**src/inc/rtc_core_params.svh**
```systemverilog
// constants for the calendar clock core: register map, field positions, limits
`ifndef RTC_CORE_PARAMS_SVH
`define RTC_CORE_PARAMS_SVH

// ****************************************
// register byte addresses
// ****************************************
`define ADDR_CTRL 8'h00
`define ADDR_SEC 8'h04
`define ADDR_MIN 8'h08
`define ADDR_HOUR 8'h0C
`define ADDR_WDAY 8'h10
`define ADDR_MDAY 8'h14
`define ADDR_MON 8'h18
`define ADDR_YEAR 8'h1C
`define ADDR_AMIN 8'h20
`define ADDR_AHOUR 8'h24
`define ADDR_AWDAY 8'h28
`define ADDR_AMDAY 8'h2C
`define ADDR_PRESC 8'h30
`define ADDR_LAST 8'h30

// ****************************************
// control, status, alarm enable and prescaler bit positions
// ****************************************
`define CTRL_HOLD 0
`define CTRL_BCD 1
`define CTRL_RDY_IE 2
`define CTRL_ALM_IE 3
`define CTRL_RDY_BIT 4
`define CTRL_RDY_FLAG 5
`define CTRL_ALM_FLAG 6
`define ALARM_EN_BIT 7
`define PRESC_SECOND_LSB 8

// ****************************************
// calendar limits, binary
// ****************************************
`define SEC_LAST 8'h3B
`define MIN_LAST 8'h3B
`define HOUR_LAST 8'h17
`define WDAY_LAST 8'h06
`define MON_LAST 8'h0C
`define ZERO_FIRST 8'h00
`define ONE_FIRST 8'h01
`define FEB_NUM 8'h02
`define APR_NUM 8'h04
`define JUN_NUM 8'h06
`define SEP_NUM 8'h09
`define NOV_NUM 8'h0B
`define DAYS_31 8'h1F
`define DAYS_30 8'h1E
`define DAYS_29 8'h1D
`define DAYS_28 8'h1C

// ****************************************
// prescaler chain
// ****************************************
`define PS_FIRST_LAST 8'hFF
`define PS_SECOND_LAST 7'h7F
`define KEEPOUT_START 8'hC0
`define KEEPOUT_END 8'h40

// ****************************************
// reset values
// ****************************************
`define RST_BYTE 8'h00
`define RST_YEAR 16'h0000
`define RST_DAY 8'h01

`endif

```
**src/inc/rtc_core_pkg.sv**
```systemverilog
// shared types of the calendar clock core
package rtc_core_pkg;

  // ****************************************
  // calendar, alarm and prescaler carriers
  // ****************************************
  typedef struct packed {
    logic [15:0] year;
    logic [7:0] month;
    logic [7:0] mday;
    logic [7:0] wday;
    logic [7:0] hour;
    logic [7:0] min;
    logic [7:0] sec;
  } cal_time_t;

  typedef struct packed {
    logic en;
    logic [6:0] val;
  } alarm_field_t;

  typedef struct packed {
    logic [7:0] first;
    logic [6:0] second;
  } presc_count_t;

endpackage

```
**src/core/calendar_rtc_alarm_core.sv**
```systemverilog
// calendar real-time clock with field-masked alarm, ready window and apb registers
//
// How it works
// [RULE1] seconds to year counters, each but weekday carrying into the next one up
// [RULE2] any year divisible by four counts as leap year
// [RULE3] first prescaler counts oscillator edges; its wrap clocks the second
// [RULE4] second prescaler divides by 128, its wrap is the one-second tick
// [RULE5] format bit one means bcd counting, zero binary; switchable live
// [RULE6] hold bit freezes both prescalers and every calendar counter
// [RULE7] alarm compares minute, hour, weekday, monthday, each with enable
// [RULE8] alarm flag sets on the tick reaching enabled values at second zero
// [RULE9] weekday compare joins hour and minute in the match
// [RULE10] monthday compare joins hour and minute in the match
// [RULE11] software clears alarm registers and enables before first alarm
// [RULE12] software disables alarm before loading new time values
// [RULE13] alarm values are not checked; software writes valid ones
// [RULE14] out-of-range time or alarm writes give undefined behaviour
// [RULE15] calendar counters update exactly once per second tick
// [RULE16] ready bit low for 128 oscillator cycles centred on update
// [RULE17] rising ready edge sets ready flag; enable routes it to irq
// [RULE18] ready flag clears on irq acknowledge or by software
// [RULE19] software ignores counter reads taken while ready is low
// [RULE20] software votes over repeated prescaler reads
// [RULE21] counter write applies at once and clears both prescalers
// [RULE22] software loads all registers before trusting the clock
// [RULE23] alarm flag requests interrupt only with alarm enable set
// [RULE24] monthday rolls to one after month end, february by leap rule
`timescale 1ns/10ps
`default_nettype none
`include "rtc_core_params.svh"
module calendar_rtc_alarm_core (
  input wire logic mclk,
  input wire logic reset_n,
  input wire logic lf_osc_clk,
  input wire logic [7:0] paddr,
  input wire logic psel,
  input wire logic penable,
  input wire logic pwrite,
  input wire logic [31:0] pwdata,
  output logic [31:0] prdata,
  output logic pready,
  output logic pslverr,
  input wire logic ready_irq_ack,
  output logic irq
);
  import rtc_core_pkg::*;

  // ****************************************
  // helper functions
  // ****************************************
  function automatic logic [7:0] to_fmt(input logic [7:0] v, input logic bcd);
    logic [7:0] tens;
    logic [7:0] ones;
    tens = v / 8'h0A;
    ones = v % 8'h0A;
    to_fmt = bcd ? {tens[3:0], ones[3:0]} : v;
  endfunction

  function automatic logic [7:0] from_fmt(input logic [7:0] v, input logic bcd);
    logic [7:0] tens;
    tens = {4'h0, v[7:4]};
    from_fmt = bcd ? 8'(tens * 8'h0A + {4'h0, v[3:0]}) : v;
  endfunction

  // one step up, digit-wise carry in bcd
  function automatic logic [15:0] inc_val(input logic [15:0] v, input logic bcd);
    logic [15:0] r;
    logic c;
    r = v;
    c = 1'b1;
    if (!bcd) begin
      r = v + 16'h0001;
    end else begin
      for (int i = 0; i < 4; i++) begin
        if (c) begin
          if (r[i*4 +: 4] == 4'h9) begin
            r[i*4 +: 4] = 4'h0;
          end else begin
            r[i*4 +: 4] = r[i*4 +: 4] + 4'h1;
            c = 1'b0;
          end
        end
      end
    end
    inc_val = r;
  endfunction

  // returns {carry, next value} for a field with binary limits
  function automatic logic [8:0] roll(input logic [7:0] v, input logic [7:0] last_bin,
                                      input logic [7:0] first_bin, input logic bcd);
    logic [15:0] w;
    w = inc_val({8'h00, v}, bcd);
    if (v == to_fmt(last_bin, bcd)) begin
      roll = {1'b1, to_fmt(first_bin, bcd)};
    end else begin
      roll = {1'b0, w[7:0]};
    end
  endfunction

  function automatic logic [7:0] days_in(input logic [7:0] month_bin, input logic leap);
    logic [7:0] d;
    d = `DAYS_31;
    if (month_bin == `FEB_NUM) begin
      d = leap ? `DAYS_29 : `DAYS_28; // [RULE24]
    end else if (month_bin == `APR_NUM || month_bin == `JUN_NUM ||
                 month_bin == `SEP_NUM || month_bin == `NOV_NUM) begin
      d = `DAYS_30;
    end
    days_in = d;
  endfunction

  function automatic logic field_ok(input alarm_field_t f, input logic [7:0] v);
    field_ok = !f.en || (f.val == v[6:0]);
  endfunction

  function automatic logic addr_mapped(input logic [7:0] a);
    addr_mapped = (a[1:0] == 2'b00) && (a <= `ADDR_LAST);
  endfunction

  // ****************************************
  // state
  // ****************************************
  logic hold;
  logic fmt_bcd;
  logic rdy_ie;
  logic alm_ie;
  logic ready_flag;
  logic alarm_flag;
  logic ready_q;
  cal_time_t now;
  alarm_field_t amin;
  alarm_field_t ahour;
  alarm_field_t awday;
  alarm_field_t amday;

  logic next_hold;
  logic next_fmt_bcd;
  logic next_rdy_ie;
  logic next_alm_ie;
  logic next_ready_flag;
  logic next_alarm_flag;
  cal_time_t next_now;
  cal_time_t stepped;
  alarm_field_t next_amin;
  alarm_field_t next_ahour;
  alarm_field_t next_awday;
  alarm_field_t next_amday;
  logic [31:0] next_prdata;

  logic lf_edge;
  logic sec_tick;
  logic presc_clear;
  presc_count_t presc;
  logic ready_bit;
  logic leap;
  logic alarm_hit;
  logic any_en;
  logic wr;
  logic rd_setup;
  logic [8:0] r;
  logic [7:0] ctrl_rd;

  // ****************************************
  // oscillator edge and prescaler chain
  // ****************************************
  lf_edge_sync u_sync (
    .mclk(mclk),
    .reset_n(reset_n),
    .lf_pin(lf_osc_clk),
    .lf_edge(lf_edge)
  );

  rtc_prescaler u_presc (
    .mclk(mclk),
    .reset_n(reset_n),
    .lf_edge(lf_edge),
    .hold(hold),
    .clear(presc_clear),
    .count(presc),
    .sec_tick(sec_tick)
  );

  // ****************************************
  // ready window and interrupt request
  // ****************************************
  // 64 oscillator cycles either side of the second wrap
  assign ready_bit = !((presc.second == `PS_SECOND_LAST && presc.first >= `KEEPOUT_START) ||
                       (presc.second == 7'h00 && presc.first < `KEEPOUT_END)); // [RULE16]
  assign irq = (ready_flag && rdy_ie) || (alarm_flag && alm_ie); // [RULE17] [RULE23]

  // ****************************************
  // apb decode
  // ****************************************
  // zero wait states; read data captured in the setup cycle
  assign pready = 1'b1;
  assign pslverr = psel && penable && !addr_mapped(paddr);
  assign wr = psel && penable && pwrite && addr_mapped(paddr);
  assign rd_setup = psel && !penable && !pwrite;
  assign presc_clear = wr && paddr >= `ADDR_SEC && paddr <= `ADDR_YEAR; // [RULE21]

  // ****************************************
  // calendar stepping
  // ****************************************
  always_comb begin
    stepped = now;
    r = '0;
    leap = fmt_bcd ? (from_fmt(now.year[7:0], 1'b1) & 8'h03) == 8'h00
                   : now.year[1:0] == 2'b00; // [RULE2]
    r = roll(now.sec, `SEC_LAST, `ZERO_FIRST, fmt_bcd); // [RULE1] [RULE5]
    stepped.sec = r[7:0];
    if (r[8]) begin
      r = roll(now.min, `MIN_LAST, `ZERO_FIRST, fmt_bcd); // [RULE1]
      stepped.min = r[7:0];
      if (r[8]) begin
        r = roll(now.hour, `HOUR_LAST, `ZERO_FIRST, fmt_bcd);
        stepped.hour = r[7:0];
        if (r[8]) begin
          r = roll(now.wday, `WDAY_LAST, `ZERO_FIRST, fmt_bcd);
          stepped.wday = r[7:0];
          r = roll(now.mday, days_in(from_fmt(now.month, fmt_bcd), leap),
                   `ONE_FIRST, fmt_bcd); // [RULE24]
          stepped.mday = r[7:0];
          if (r[8]) begin
            r = roll(now.month, `MON_LAST, `ONE_FIRST, fmt_bcd);
            stepped.month = r[7:0];
            if (r[8]) begin
              stepped.year = inc_val(now.year, fmt_bcd); // [RULE1]
            end
          end
        end
      end
    end
    // an empty enable set never fires
    any_en = amin.en || ahour.en || awday.en || amday.en; // [RULE7]
    alarm_hit = sec_tick && any_en && stepped.sec == 8'h00 && // [RULE8]
                field_ok(amin, stepped.min) && field_ok(ahour, stepped.hour) &&
                field_ok(awday, stepped.wday) && // [RULE9]
                field_ok(amday, stepped.mday); // [RULE10]
  end

  // ****************************************
  // register next values
  // ****************************************
  always_comb begin
    next_hold = hold;
    next_fmt_bcd = fmt_bcd;
    next_rdy_ie = rdy_ie;
    next_alm_ie = alm_ie;
    next_now = sec_tick ? stepped : now; // [RULE15]
    next_amin = amin;
    next_ahour = ahour;
    next_awday = awday;
    next_amday = amday;
    next_ready_flag = ready_flag;
    next_alarm_flag = alarm_flag;
    next_prdata = prdata;
    ctrl_rd = '0;
    if (wr) begin
      unique case (paddr)
        `ADDR_CTRL: begin
          next_hold = pwdata[`CTRL_HOLD]; // [RULE6]
          next_fmt_bcd = pwdata[`CTRL_BCD]; // [RULE5]
          next_rdy_ie = pwdata[`CTRL_RDY_IE];
          next_alm_ie = pwdata[`CTRL_ALM_IE];
          if (pwdata[`CTRL_RDY_FLAG]) begin
            next_ready_flag = 1'b0; // [RULE18]
          end
          if (pwdata[`CTRL_ALM_FLAG]) begin
            next_alarm_flag = 1'b0;
          end
        end
        // a counter write overrides only its own field of a tick landing in the same cycle
        `ADDR_SEC: next_now.sec = pwdata[7:0]; // [RULE21]
        `ADDR_MIN: next_now.min = pwdata[7:0];
        `ADDR_HOUR: next_now.hour = pwdata[7:0];
        `ADDR_WDAY: next_now.wday = pwdata[7:0];
        `ADDR_MDAY: next_now.mday = pwdata[7:0];
        `ADDR_MON: next_now.month = pwdata[7:0];
        `ADDR_YEAR: next_now.year = pwdata[15:0];
        `ADDR_AMIN: next_amin = pwdata[7:0]; // [RULE7]
        `ADDR_AHOUR: next_ahour = pwdata[7:0];
        `ADDR_AWDAY: next_awday = pwdata[7:0];
        `ADDR_AMDAY: next_amday = pwdata[7:0];
        default: begin
        end
      endcase
    end
    if (ready_irq_ack) begin
      next_ready_flag = 1'b0; // [RULE18]
    end
    // hardware set wins over any clear in the same cycle
    if (ready_bit && !ready_q) begin
      next_ready_flag = 1'b1; // [RULE17]
    end
    if (alarm_hit) begin
      next_alarm_flag = 1'b1; // [RULE8]
    end
    ctrl_rd[`CTRL_HOLD] = hold;
    ctrl_rd[`CTRL_BCD] = fmt_bcd;
    ctrl_rd[`CTRL_RDY_IE] = rdy_ie;
    ctrl_rd[`CTRL_ALM_IE] = alm_ie;
    ctrl_rd[`CTRL_RDY_BIT] = ready_bit; // [RULE16]
    ctrl_rd[`CTRL_RDY_FLAG] = ready_flag;
    ctrl_rd[`CTRL_ALM_FLAG] = alarm_flag;
    if (rd_setup) begin
      unique case (paddr)
        `ADDR_CTRL: next_prdata = {24'h000000, ctrl_rd};
        `ADDR_SEC: next_prdata = {24'h000000, now.sec};
        `ADDR_MIN: next_prdata = {24'h000000, now.min};
        `ADDR_HOUR: next_prdata = {24'h000000, now.hour};
        `ADDR_WDAY: next_prdata = {24'h000000, now.wday};
        `ADDR_MDAY: next_prdata = {24'h000000, now.mday};
        `ADDR_MON: next_prdata = {24'h000000, now.month};
        `ADDR_YEAR: next_prdata = {16'h0000, now.year};
        `ADDR_AMIN: next_prdata = {24'h000000, amin};
        `ADDR_AHOUR: next_prdata = {24'h000000, ahour};
        `ADDR_AWDAY: next_prdata = {24'h000000, awday};
        `ADDR_AMDAY: next_prdata = {24'h000000, amday};
        // unguarded by the ready window; software must vote
        `ADDR_PRESC: next_prdata = {17'h00000, presc.second, presc.first};
        default: next_prdata = 32'h00000000;
      endcase
    end
  end

  always_ff @(posedge mclk or negedge reset_n) begin
    if (!reset_n) begin
      hold <= 1'b0;
      fmt_bcd <= 1'b0;
      rdy_ie <= 1'b0;
      alm_ie <= 1'b0;
      ready_flag <= 1'b0;
      alarm_flag <= 1'b0;
      ready_q <= 1'b1;
      now <= {`RST_YEAR, `RST_DAY, `RST_DAY, `RST_BYTE, `RST_BYTE, `RST_BYTE, `RST_BYTE};
      amin <= `RST_BYTE;
      ahour <= `RST_BYTE;
      awday <= `RST_BYTE;
      amday <= `RST_BYTE;
      prdata <= 32'h00000000;
    end else begin
      hold <= next_hold;
      fmt_bcd <= next_fmt_bcd;
      rdy_ie <= next_rdy_ie;
      alm_ie <= next_alm_ie;
      ready_flag <= next_ready_flag;
      alarm_flag <= next_alarm_flag;
      ready_q <= ready_bit;
      now <= next_now;
      amin <= next_amin;
      ahour <= next_ahour;
      awday <= next_awday;
      amday <= next_amday;
      prdata <= next_prdata;
    end
  end
endmodule
`default_nettype wire

```
**src/core/lf_edge_sync.sv**
```systemverilog
// two-stage synchroniser and rising-edge detector for the low-frequency clock pin
`timescale 1ns/10ps
`default_nettype none
module lf_edge_sync (
  input wire logic mclk,
  input wire logic reset_n,
  input wire logic lf_pin,
  output logic lf_edge
);
  logic meta;
  logic stable;
  logic stable_d;
  logic next_edge;

  // edge taken from the second stage only; the first stage feeds nothing else
  always_comb begin
    next_edge = stable & ~stable_d;
  end

  always_ff @(posedge mclk or negedge reset_n) begin
    if (!reset_n) begin
      meta <= 1'b0;
      stable <= 1'b0;
      stable_d <= 1'b0;
      lf_edge <= 1'b0;
    end else begin
      meta <= lf_pin;
      stable <= meta;
      stable_d <= stable;
      lf_edge <= next_edge;
    end
  end
endmodule
`default_nettype wire

```
**src/core/rtc_prescaler.sv**
```systemverilog
// cascaded divide-by-256 and divide-by-128 prescalers giving a one-second tick
`timescale 1ns/10ps
`default_nettype none
`include "rtc_core_params.svh"
module rtc_prescaler (
  input wire logic mclk,
  input wire logic reset_n,
  input wire logic lf_edge,
  input wire logic hold,
  input wire logic clear,
  output rtc_core_pkg::presc_count_t count,
  output logic sec_tick
);
  import rtc_core_pkg::*;
  presc_count_t next_count;
  logic next_tick;
  logic first_wrap;

  always_comb begin
    next_count = count;
    next_tick = 1'b0;
    first_wrap = (count.first == `PS_FIRST_LAST);
    if (clear) begin
      next_count = '0; // [RULE21]
    end else if (!hold && lf_edge) begin // [RULE6]
      next_count.first = count.first + 8'h01; // [RULE3]
      if (first_wrap) begin
        next_count.second = count.second + 7'h01; // [RULE3]
        next_tick = (count.second == `PS_SECOND_LAST); // [RULE4]
      end
    end
  end

  always_ff @(posedge mclk or negedge reset_n) begin
    if (!reset_n) begin
      count <= '0;
      sec_tick <= 1'b0;
    end else begin
      count <= next_count;
      sec_tick <= next_tick;
    end
  end
endmodule
`default_nettype wire

```
**config.mk**
```make
export PLATFORM = sky130hd
export DESIGN_NAME = calendar_rtc_alarm_core
export DESIGN_NICKNAME = d
export VERILOG_FILES = /design/src/inc/rtc_core_pkg.sv /design/src/core/calendar_rtc_alarm_core.sv /design/src/core/lf_edge_sync.sv /design/src/core/rtc_prescaler.sv
export VERILOG_INCLUDE_DIRS = /design/src /design/src/inc
export SDC_FILE = /design/constraint.sdc
export NUM_CORES = 1
export LEC_CHECK = 0
export BUFFER_PORTS_ARGS = -buffer_cell sky130_fd_sc_hd__buf_2
export CORE_ASPECT_RATIO = 1.1
export CORE_UTILIZATION = 60
export CTS_BUF_LIST = sky130_fd_sc_hd__clkbuf_8 sky130_fd_sc_hd__clkbuf_16
export DETAILED_ROUTE_END_ITERATION = 12
export PLACE_DENSITY = 0.83
export SLEW_MARGIN = 10
export SYNTH_ARGS = -nofsm -noshare
export SYNTH_HDL_FRONTEND = slang
export SYNTH_SLANG_ARGS = --single-unit
```
**constraint.sdc**
```tcl
create_clock -name mclk -period 4.3 [get_ports mclk]
set_input_delay 0 -clock mclk [delete_from_list [all_inputs] [get_ports mclk]]
set_output_delay 0 -clock mclk [all_outputs]
set_load 0.02 [all_outputs]
```
==> results.txt, run 1 <==
The flow ran to the end, and the final reports show no timing, DRC or antenna violations. The number of enable-type register cells in the synthesized netlist came out at 0. The number of cells on the worst reg-to-reg path is 9. The final hold violation count was 0; the data arrival at the endpoint of the critical path was 4.24 ns. Endpoint of the worst hold path: now[42]$_DFF_PN0_. The kind of cell with the highest combined delay along the critical path is simple AND/OR/NAND/NOR gates. Detailed-route via count: 10,700. Initial core utilization: 0.611. In this run the deepest clock path goes through 2 buffers. Prior to clock tree synthesis, the placed netlist has a worst setup slack of 0.556 ns. The run gives 0.303 as the remaining max-slew budget at the tightest pin. The chip width works out to 130 µm. The worst clock skew came out at 0.00881 ns.

The slowest stage of the critical path is the nor3_1 cell. The worst setup path is launched from a register. Based on the critical path, the design can be clocked at up to 254 MHz. The top cell types in the final layout, fill and taps aside, are 135 x dfrtp_1, 134 x nor2_1, 125 x nand2_1, 97 x o21ai_0, 90 x a21oi_1. Combined buffer and inverter count along the critical path: 1.

Minimum period implied by the final worst setup slack: 3.94 ns. The logs give 0.36 ns for the slack of the worst reg-to-reg path and 82 for the number of ports placed on the die boundary. The number of storage elements in the synthesis netlist works out to 139. The run gives 0.323 as the fraction of the yosys area taken by sequential cells. The tools report the beginning of the worst hold path as pwdata[2]. The per-instance average area after synthesis came out at 8.22 µm².

The area growth from synthesis to layout is 9.83%. Leaving out fill and tap cells, the most frequent cell in the layout is dfrtp_1. The H-tree was split into 4 levels. The category of the most critical setup path was register to register. After detailed routing, the number of remaining DRC violations is 0. Across the VDD grid, the largest voltage drop is 265 µV. For the number of antenna repair diodes, the log shows 0. After detailed placement, the design holds a cell count of 1,532. Across all hold checks on the routed design, the worst slack comes to 0.0356 ns. The endpoint of the worst-slack reg-to-reg timing path is now[43]$_DFF_PN0_.

The aggregate global-route resource usage was 0.375; the final setup slack of the worst path was 0.365 ns. During placement, the flow inserted port buffers numbering 48. The clock drives 139 sinks.

The first detailed-routing pass ran for 9 iterations. The fraction of layout cells with a size suffix above 1 is 0.130, and the number of cells produced by synthesis is 1,310. Setup violations remaining at the end of the flow were counted as 0.

The run gives 4.98 nW as the leakage power summed over all cells. The run gives 108 as the pin count of the biggest net entering global routing. Gates resized during post-CTS repair numbered 0.

TritonCTS built the clock tree. Max-cap violations in this run came to 0. Dividing the detail-routed wire length by the instance count gives 21.2 µm. The final-stage net count was 1,416; the measured slew at the worst slew-check pin was 1.05 ns. The floorplan step defined a die boundary enclosing 18,500 µm². Along the worst path, the maximum fanout reaches 13.

The routed design has 33,500 µm of wire. After synthesis, the netlist uses 90 different library cells. For the number of antenna violations at the first check in global routing, the log shows 0.

The run gives 0 as the number of slew-limit violations in the final report. For this design the ratio of total power to cell area is 281 nW/µm². In this run, the number of DRC markers left after iteration 0 of detailed routing was 1,410. The signal on the critical path passes through nor4bb_1 > o2111ai_2 > buf_4 > nor3_1 > nand3_1 > nor2_1 > nor2_1 > a311oi_1 > a21oi_1. Detailed placement finished with a half-perimeter wire length of 23,400 µm. The detail-routed via count per cell was 6.77. The portion of the clock cycle consumed by the worst path in the final layout was 0.915. The run gives 1,579 as the post-route non-filler standard cell count. The async set-reset flop share out of synthesis was 1.00; the largest stage delay on the critical path was 0.77 ns. The clock latency reported for the late side of the worst-skew pair was 0.43 ns.

The min-delay analysis places its worst path in the category primary input to register. Among all flip-flop cells after synthesis, the most frequent one is dfrtp_1. The tools report the core box area as 17,600 µm². TritonCTS created 17 clock buffers. From bottom edge to top edge, the die measures 142 µm. Fill cells in the final layout number 1,422. Summed over all layers, the global routing overflow is 0. Setup repair after global routing left no endpoint under its margin. In this run the remaining antenna-violating nets after routing total 0. Summed over all failing endpoints, the final setup total negative slack is 0 ns. Data on the critical path is required at its endpoint by 4.60 ns. The synthesized netlist occupies a cell area of 10,800 µm². Row generation in the floorplan step produced 51 rows.

The first-pass GRT wire length was 52,700 µm. In this run the critical register-to-register path is launched from now[13]$_DFF_PN0_. The clock transition at the registers of the reported paths came out at 0.06 ns. The worst hold path stage count was 3; the count of synthesis-stage warnings from yosys was 0. In this design, the critical path's most frequently occurring cell is nor2_1.

The number of global-route vias before repair came out at 9,636. STA classifies the critical path endpoint as a register. CTS placed an instance of clkbuf_16 at the clock tree root. The congestion estimate from routability-driven global placement came to 0.996.
[repair_timing]
action	CTS	global route
endpoints found under the hold margin	126	0
hold buffers	15	0
setup buffers	0	0
setup endpoints to repair	0	0
[report_power, final]
| part | leakage, nW | total (mW) | switching [mW] | internal (mW) |
|---|---|---|---|---|
| registers | 1.56 | 1.50 | 0.118 | 1.39 |
| clock network | 0.292 | 1.50 | 0.594 | 0.901 |
| logic | 3.12 | 0.323 | 0.204 | 0.119 |
[cells by family after synthesis]
family	after synthesis	synth area share
multiplexers	57	0.0579
AO/OA/AOI/OAI	374	0.230
flip-flops	139	0.323
XOR/XNOR	60	0.0495
adder cells (fa/ha/maj)	41	0.0490
buffers and inverters	154	0.0621
other	2	0.000698
AND/OR/NAND/NOR	483	0.227
[synthesized netlist by cell type (all sizes together) (8+ instances only)]
cell type / number / area [µm²]
a221oi: 17 / 149
dfrtp: 136 / 3400
ha: 39 / 488
clkbuf: 69 / 259
nor2b: 9 / 56.3
and3: 19 / 124
nand3: 48 / 240
buf: 37 / 229
a22o: 10 / 87.6
a21oi: 90 / 450
xor2: 19 / 166
mux2: 39 / 443
nand2: 126 / 475
a21o: 9 / 67.6
nand4: 14 / 87.6
inv: 47 / 176
a211oi: 13 / 97.6
o21ai: 101 / 505
a222oi: 10 / 100
nor2: 135 / 514
nand3b: 13 / 97.6
a22oi: 33 / 248
nor4: 11 / 75.1
mux2i: 18 / 180
nor3: 44 / 246
o211ai: 9 / 67.6
o41ai: 8 / 70.1
xnor2: 41 / 367
and4: 9 / 78.8
a31oi: 19 / 134
[registers in the layout, indices dropped and copies added, names as in the netlist, 8 cells and up]
signal	flops
ahour	8
amday	8
amin	8
awday	8
now	64
prdata	16
u_presc.count	15
[worst max-delay path by stage]
| stage | startpoint | end | slack [ns] | cells past startpoint |
|---|---|---|---|---|
| floorplan | now[45]$_DFF_PN0_ | alarm_flag$_DFFE_PN0P_ | 0.78 | 13 |
| global placement | now[13]$_DFF_PN0_ | now[43]$_DFF_PN0_ | 0.59 | 9 |
| detailed placement | now[45]$_DFF_PN0_ | alarm_flag$_DFFE_PN0P_ | 0.56 | 13 |
| CTS | now[45]$_DFF_PN0_ | alarm_flag$_DFFE_PN0P_ | 0.54 | 13 |
| global route | fmt_bcd$_DFFE_PN0P_ | now[43]$_DFF_PN0_ | 0.20 | 10 |
| finish | now[13]$_DFF_PN0_ | now[43]$_DFF_PN0_ | 0.36 | 9 |
[per-stage QoR]
step,utilization,area (µm²),total power [mW]
3_5_place_dp,0.630,11100,1.82
3_3_place_gp,0.630,11100,1.81
4_1_cts,0.671,11800,3.31
6_report,0.671,11800,3.32
5_1_grt,0.671,11800,3.42
2_1_floorplan,-,10800,1.68
[cell type report]
type | count | area [µm²] | share of cell area
well taps | 238 | 298 | 0.0252
clock buffers | 17 | 425 | 0.0360
inverters | 48 | 180 | 0.0152
flip-flops and latches | 139 | 3480 | 0.295
multi-input cells | 1032 | 6680 | 0.565
clock inverters | 15 | 161 | 0.0137
repair buffers | 90 | 599 | 0.0507
[metal layers]
metal / GRT usage / routed length, µm
met1: 0.496 / 13100
met2: 0.566 / 15100
met3: 0.0756 / 3510
met4: 0.225 / 1800
met5: 0 / 0
[worst register-to-register path, stage by stage (launching register included)]
cell and delay (ns):
dfrtp_1 0.56, nor4bb_1 0.47, o2111ai_2 0.39, buf_4 0.32, nor3_1 0.77, nand3_1 0.63
nor2_1 0.24, nor2_1 0.06, a311oi_1 0.28, a21oi_1 0.08
Power figures use the tool's default switching activity.
==> inputs of run 2 (changes only) <==
==> constraint.sdc (replaced) <==
create_clock -name mclk -period 4.85 [get_ports mclk]
set_input_delay 0 -clock mclk [delete_from_list [all_inputs] [get_ports mclk]]
set_output_delay 0 -clock mclk [all_outputs]
set_load 0.02 [all_outputs]
==> results.txt, run 2 (synthesized netlist as in run 1, its figures left out) <==
The power density over the cells is 252 nW/µm² (-10%), and the clock sink count is 139 (unchanged). The logs give 0 (unchanged) for the number of maximum-capacitance constraint violations and 22,900 µm (-1.9%) for the placed wire-length estimate after detailed placement. The number of buffer cells added on primary ports was 48 (unchanged). The logs give 33,700 µm (+0.72%) for the detailed-route wire length and 53,300 µm (+1.1%) for the first-pass GRT wire length.

Final hold slack: 0.0114 ns (-0.0242 ns). The detail-routed net length per standard cell was 21.4 µm (+0.97%). The count of antenna-violating nets left after detailed routing is 0 (unchanged). The root buffer cell chosen for the clock tree is clkbuf_16. The pin count of the biggest net entering global routing is 83 (-23%), and the number of global-route vias before repair is 9,923 (+3.0%). The final hold violation count is 0 (unchanged).

The first-pass iteration count of the detailed router is 8 (-1). Leaving out fill and tap cells, the most frequent cells in the layout are 135 x dfrtp_1, 134 x nor2_1, 125 x nand2_1, 97 x o21ai_0, 90 x a21oi_1. The weighted congestion at the end of routability-driven global placement came out at 1.01 (+1.0%). The detailed-route via count is 10,800 (+0.78%).

The library cell used most frequently in the layout, excluding fill and tap cells, is dfrtp_1. The worst path required time is 5.13 ns (+0.53 ns), and the final setup violation count is 0 (unchanged). The number of antenna repair diodes was 0 (unchanged); the number of gates given a new drive strength after cts was 0 (unchanged). The tools report the total power as 2.98 mW (-10%).

The worst setup path is captured at a register. The fraction of layout cells with a size suffix above 1 was 0.129 (-0.00111). The run gives 0.377 (+0.00211) as the aggregate global-route resource usage.

The cell row count is 51 (unchanged), and the total CTS buffers is 17 (unchanged). The post-synthesis to final-layout area growth was 9.82% (about the same); the number of remaining DRC errors was 0 (unchanged). The height of the die is 142 µm (unchanged).

Sum of overflow across all layers after global routing: 0 (unchanged). The run gives 0.0134 ns (+0.00458 ns) as the worst clock skew. The largest registers in the layout are now x64, prdata x16, u_presc.count x15. The run gives 18,500 µm² (unchanged) as the die footprint.

The number of flip-flops in the largest register came out at 64 (unchanged). Counting flops per register, the top entry is now. The leakage power summed over all cells is 4.96 nW (-0.31%). The number of fill cells is 1,435 (+0.91%), and the clock latency reported for the late side of the worst-skew pair is 0.44 ns (about the same). STA classifies the critical path startpoint as a register. The remaining max-slew budget at the tightest pin is 0.348 (+0.0448).

The violation count after the first detailed-routing iteration is 1,693 (+20%), and the number of ports placed on the die boundary is 82 (unchanged). The clock transition at the registers of the reported paths came out at 0.07 ns (about the same). The setup TNS after final layout was 0 ns (unchanged). The tools report the CTS H-tree depth as 4 (unchanged).

The tools report the number of antenna violations at the first check in global routing as 0 (unchanged). The cts-stage hold buffer count is 16 (+1). Setup repair after global routing left no endpoint under its margin. The tools report the minimum setup slack after placement as 0.789 ns (+0.233 ns). The run finished with clean final reports. The detail-routed via count per cell works out to 6.84 (+1.0%). The chip width was 130 µm (unchanged).

The run gives 1,413 (-0.21%) as the final-stage net count. The min-delay analysis places its worst path in the category primary input to register. TritonCTS built the clock tree. The tools report the buffers inserted during post-CTS setup optimization as 0 (unchanged).

The minimum period implied by the final worst setup slack is 4.14 ns (+0.203 ns). The initial core utilization is 0.611 (unchanged). The largest buffer count on any clock path is 2 (unchanged), and the data arrival at the endpoint of the critical path is 4.42 ns (+0.18 ns). Maximum clock frequency: 242 MHz (-4.9%).

The maximum fanout along the worst path came out at 15 (+2). By startpoint and endpoint, the worst setup path is classified as register to register. The measured slew at the worst slew-check pin was 0.976 ns (-0.0696 ns).

The run gives 0.712 ns (+0.347 ns) as the final setup slack of the worst path. The logs give 0 (unchanged) for the number of slew-limit violations in the final report and 17,600 µm² (unchanged) for the core box area. The maximum vdd drop came out at 224 µV (-15%). The portion of the clock cycle consumed by the worst path in the final layout works out to 0.853 (-0.0620).
[run 2: cell count changes in the layout (fill, tap and decap cells not counted)]
cell,previous run,this run
buf_4,27,23
inv_1,49,46
inv_6,0,3
clkinv_2,4,2
clkbuf_8,0,1
dlygate4sd3_1,15,16
[run 2: stage by stage]
step                 util  cell area, µm²  std cells
floorplan               -           10800       1325
global placement    0.628           11100       1528
detailed placement  0.628           11100       1528
CTS                 0.671           11800       1575
global route        0.671           11800       1575
finish              0.671           11800       1575
[run 2: layout make-up]
cell class                 count  area [µm²]  area share
multi-input combinational   1032        6680       0.565
sequential                   139        3480       0.295
timing repair buffer          87         579      0.0490
clock buffer                  18         439      0.0371
tap                          238         298      0.0252
inverter                      48         180      0.0152
clock inverter                13         166      0.0141
[run 2: metal layers]
layer  share of wire  track usage  vias to the layer above
li1                -            -                     4804
met4           0.058        0.212                        0
met1            0.39        0.502                     5119
met2            0.45        0.583                      697
met3           0.099       0.0605                      147
met5               0            0                        -
[run 2: final timing paths]
check                                     endpoint                  start  cells past startpoint  slack, ns
max in group asynchronous        now[27]$_DFF_PN0_                reset_n                      3       3.35
hold / removal                amday[5]$_DFFE_PN0P_              pwdata[5]                      3       0.01
setup reg to reg                 now[58]$_DFF_PN0_      now[45]$_DFF_PN0_                     13       0.71
min in group asynchronous        now[47]$_DFF_PN0_                reset_n                      2       0.17
hold reg to reg            u_sync.stable$_DFF_PN0_  u_sync.meta$_DFF_PN0_                      0       0.36
setup / recovery                 now[58]$_DFF_PN0_      now[45]$_DFF_PN0_                     13       0.71
[run 2: worst max-delay path, cell delays in order (launching register included)]
cell and delay (ns):
dfrtp_1 0.61, ha_1 0.31, ha_1 0.23, fa_1 0.54, and4b_1 0.22, o211ai_1 0.10
a32oi_1 0.31, o221ai_1 0.20, xnor2_2 0.29, and4_1 0.46, buf_4 0.28, nand4_1 0.15
xor2_1 0.18, a21oi_1 0.09
[run 2: report_power, final]
group / switching [mW] / total [mW] / internal [mW] / leakage, nW
clock: 0.547 / 1.37 / 0.823 / 0.289
sequential: 0.102 / 1.33 / 1.23 / 1.56
combinational: 0.177 / 0.282 / 0.105 / 3.11
total: 0.825 / 2.98 / 2.16 / 4.96
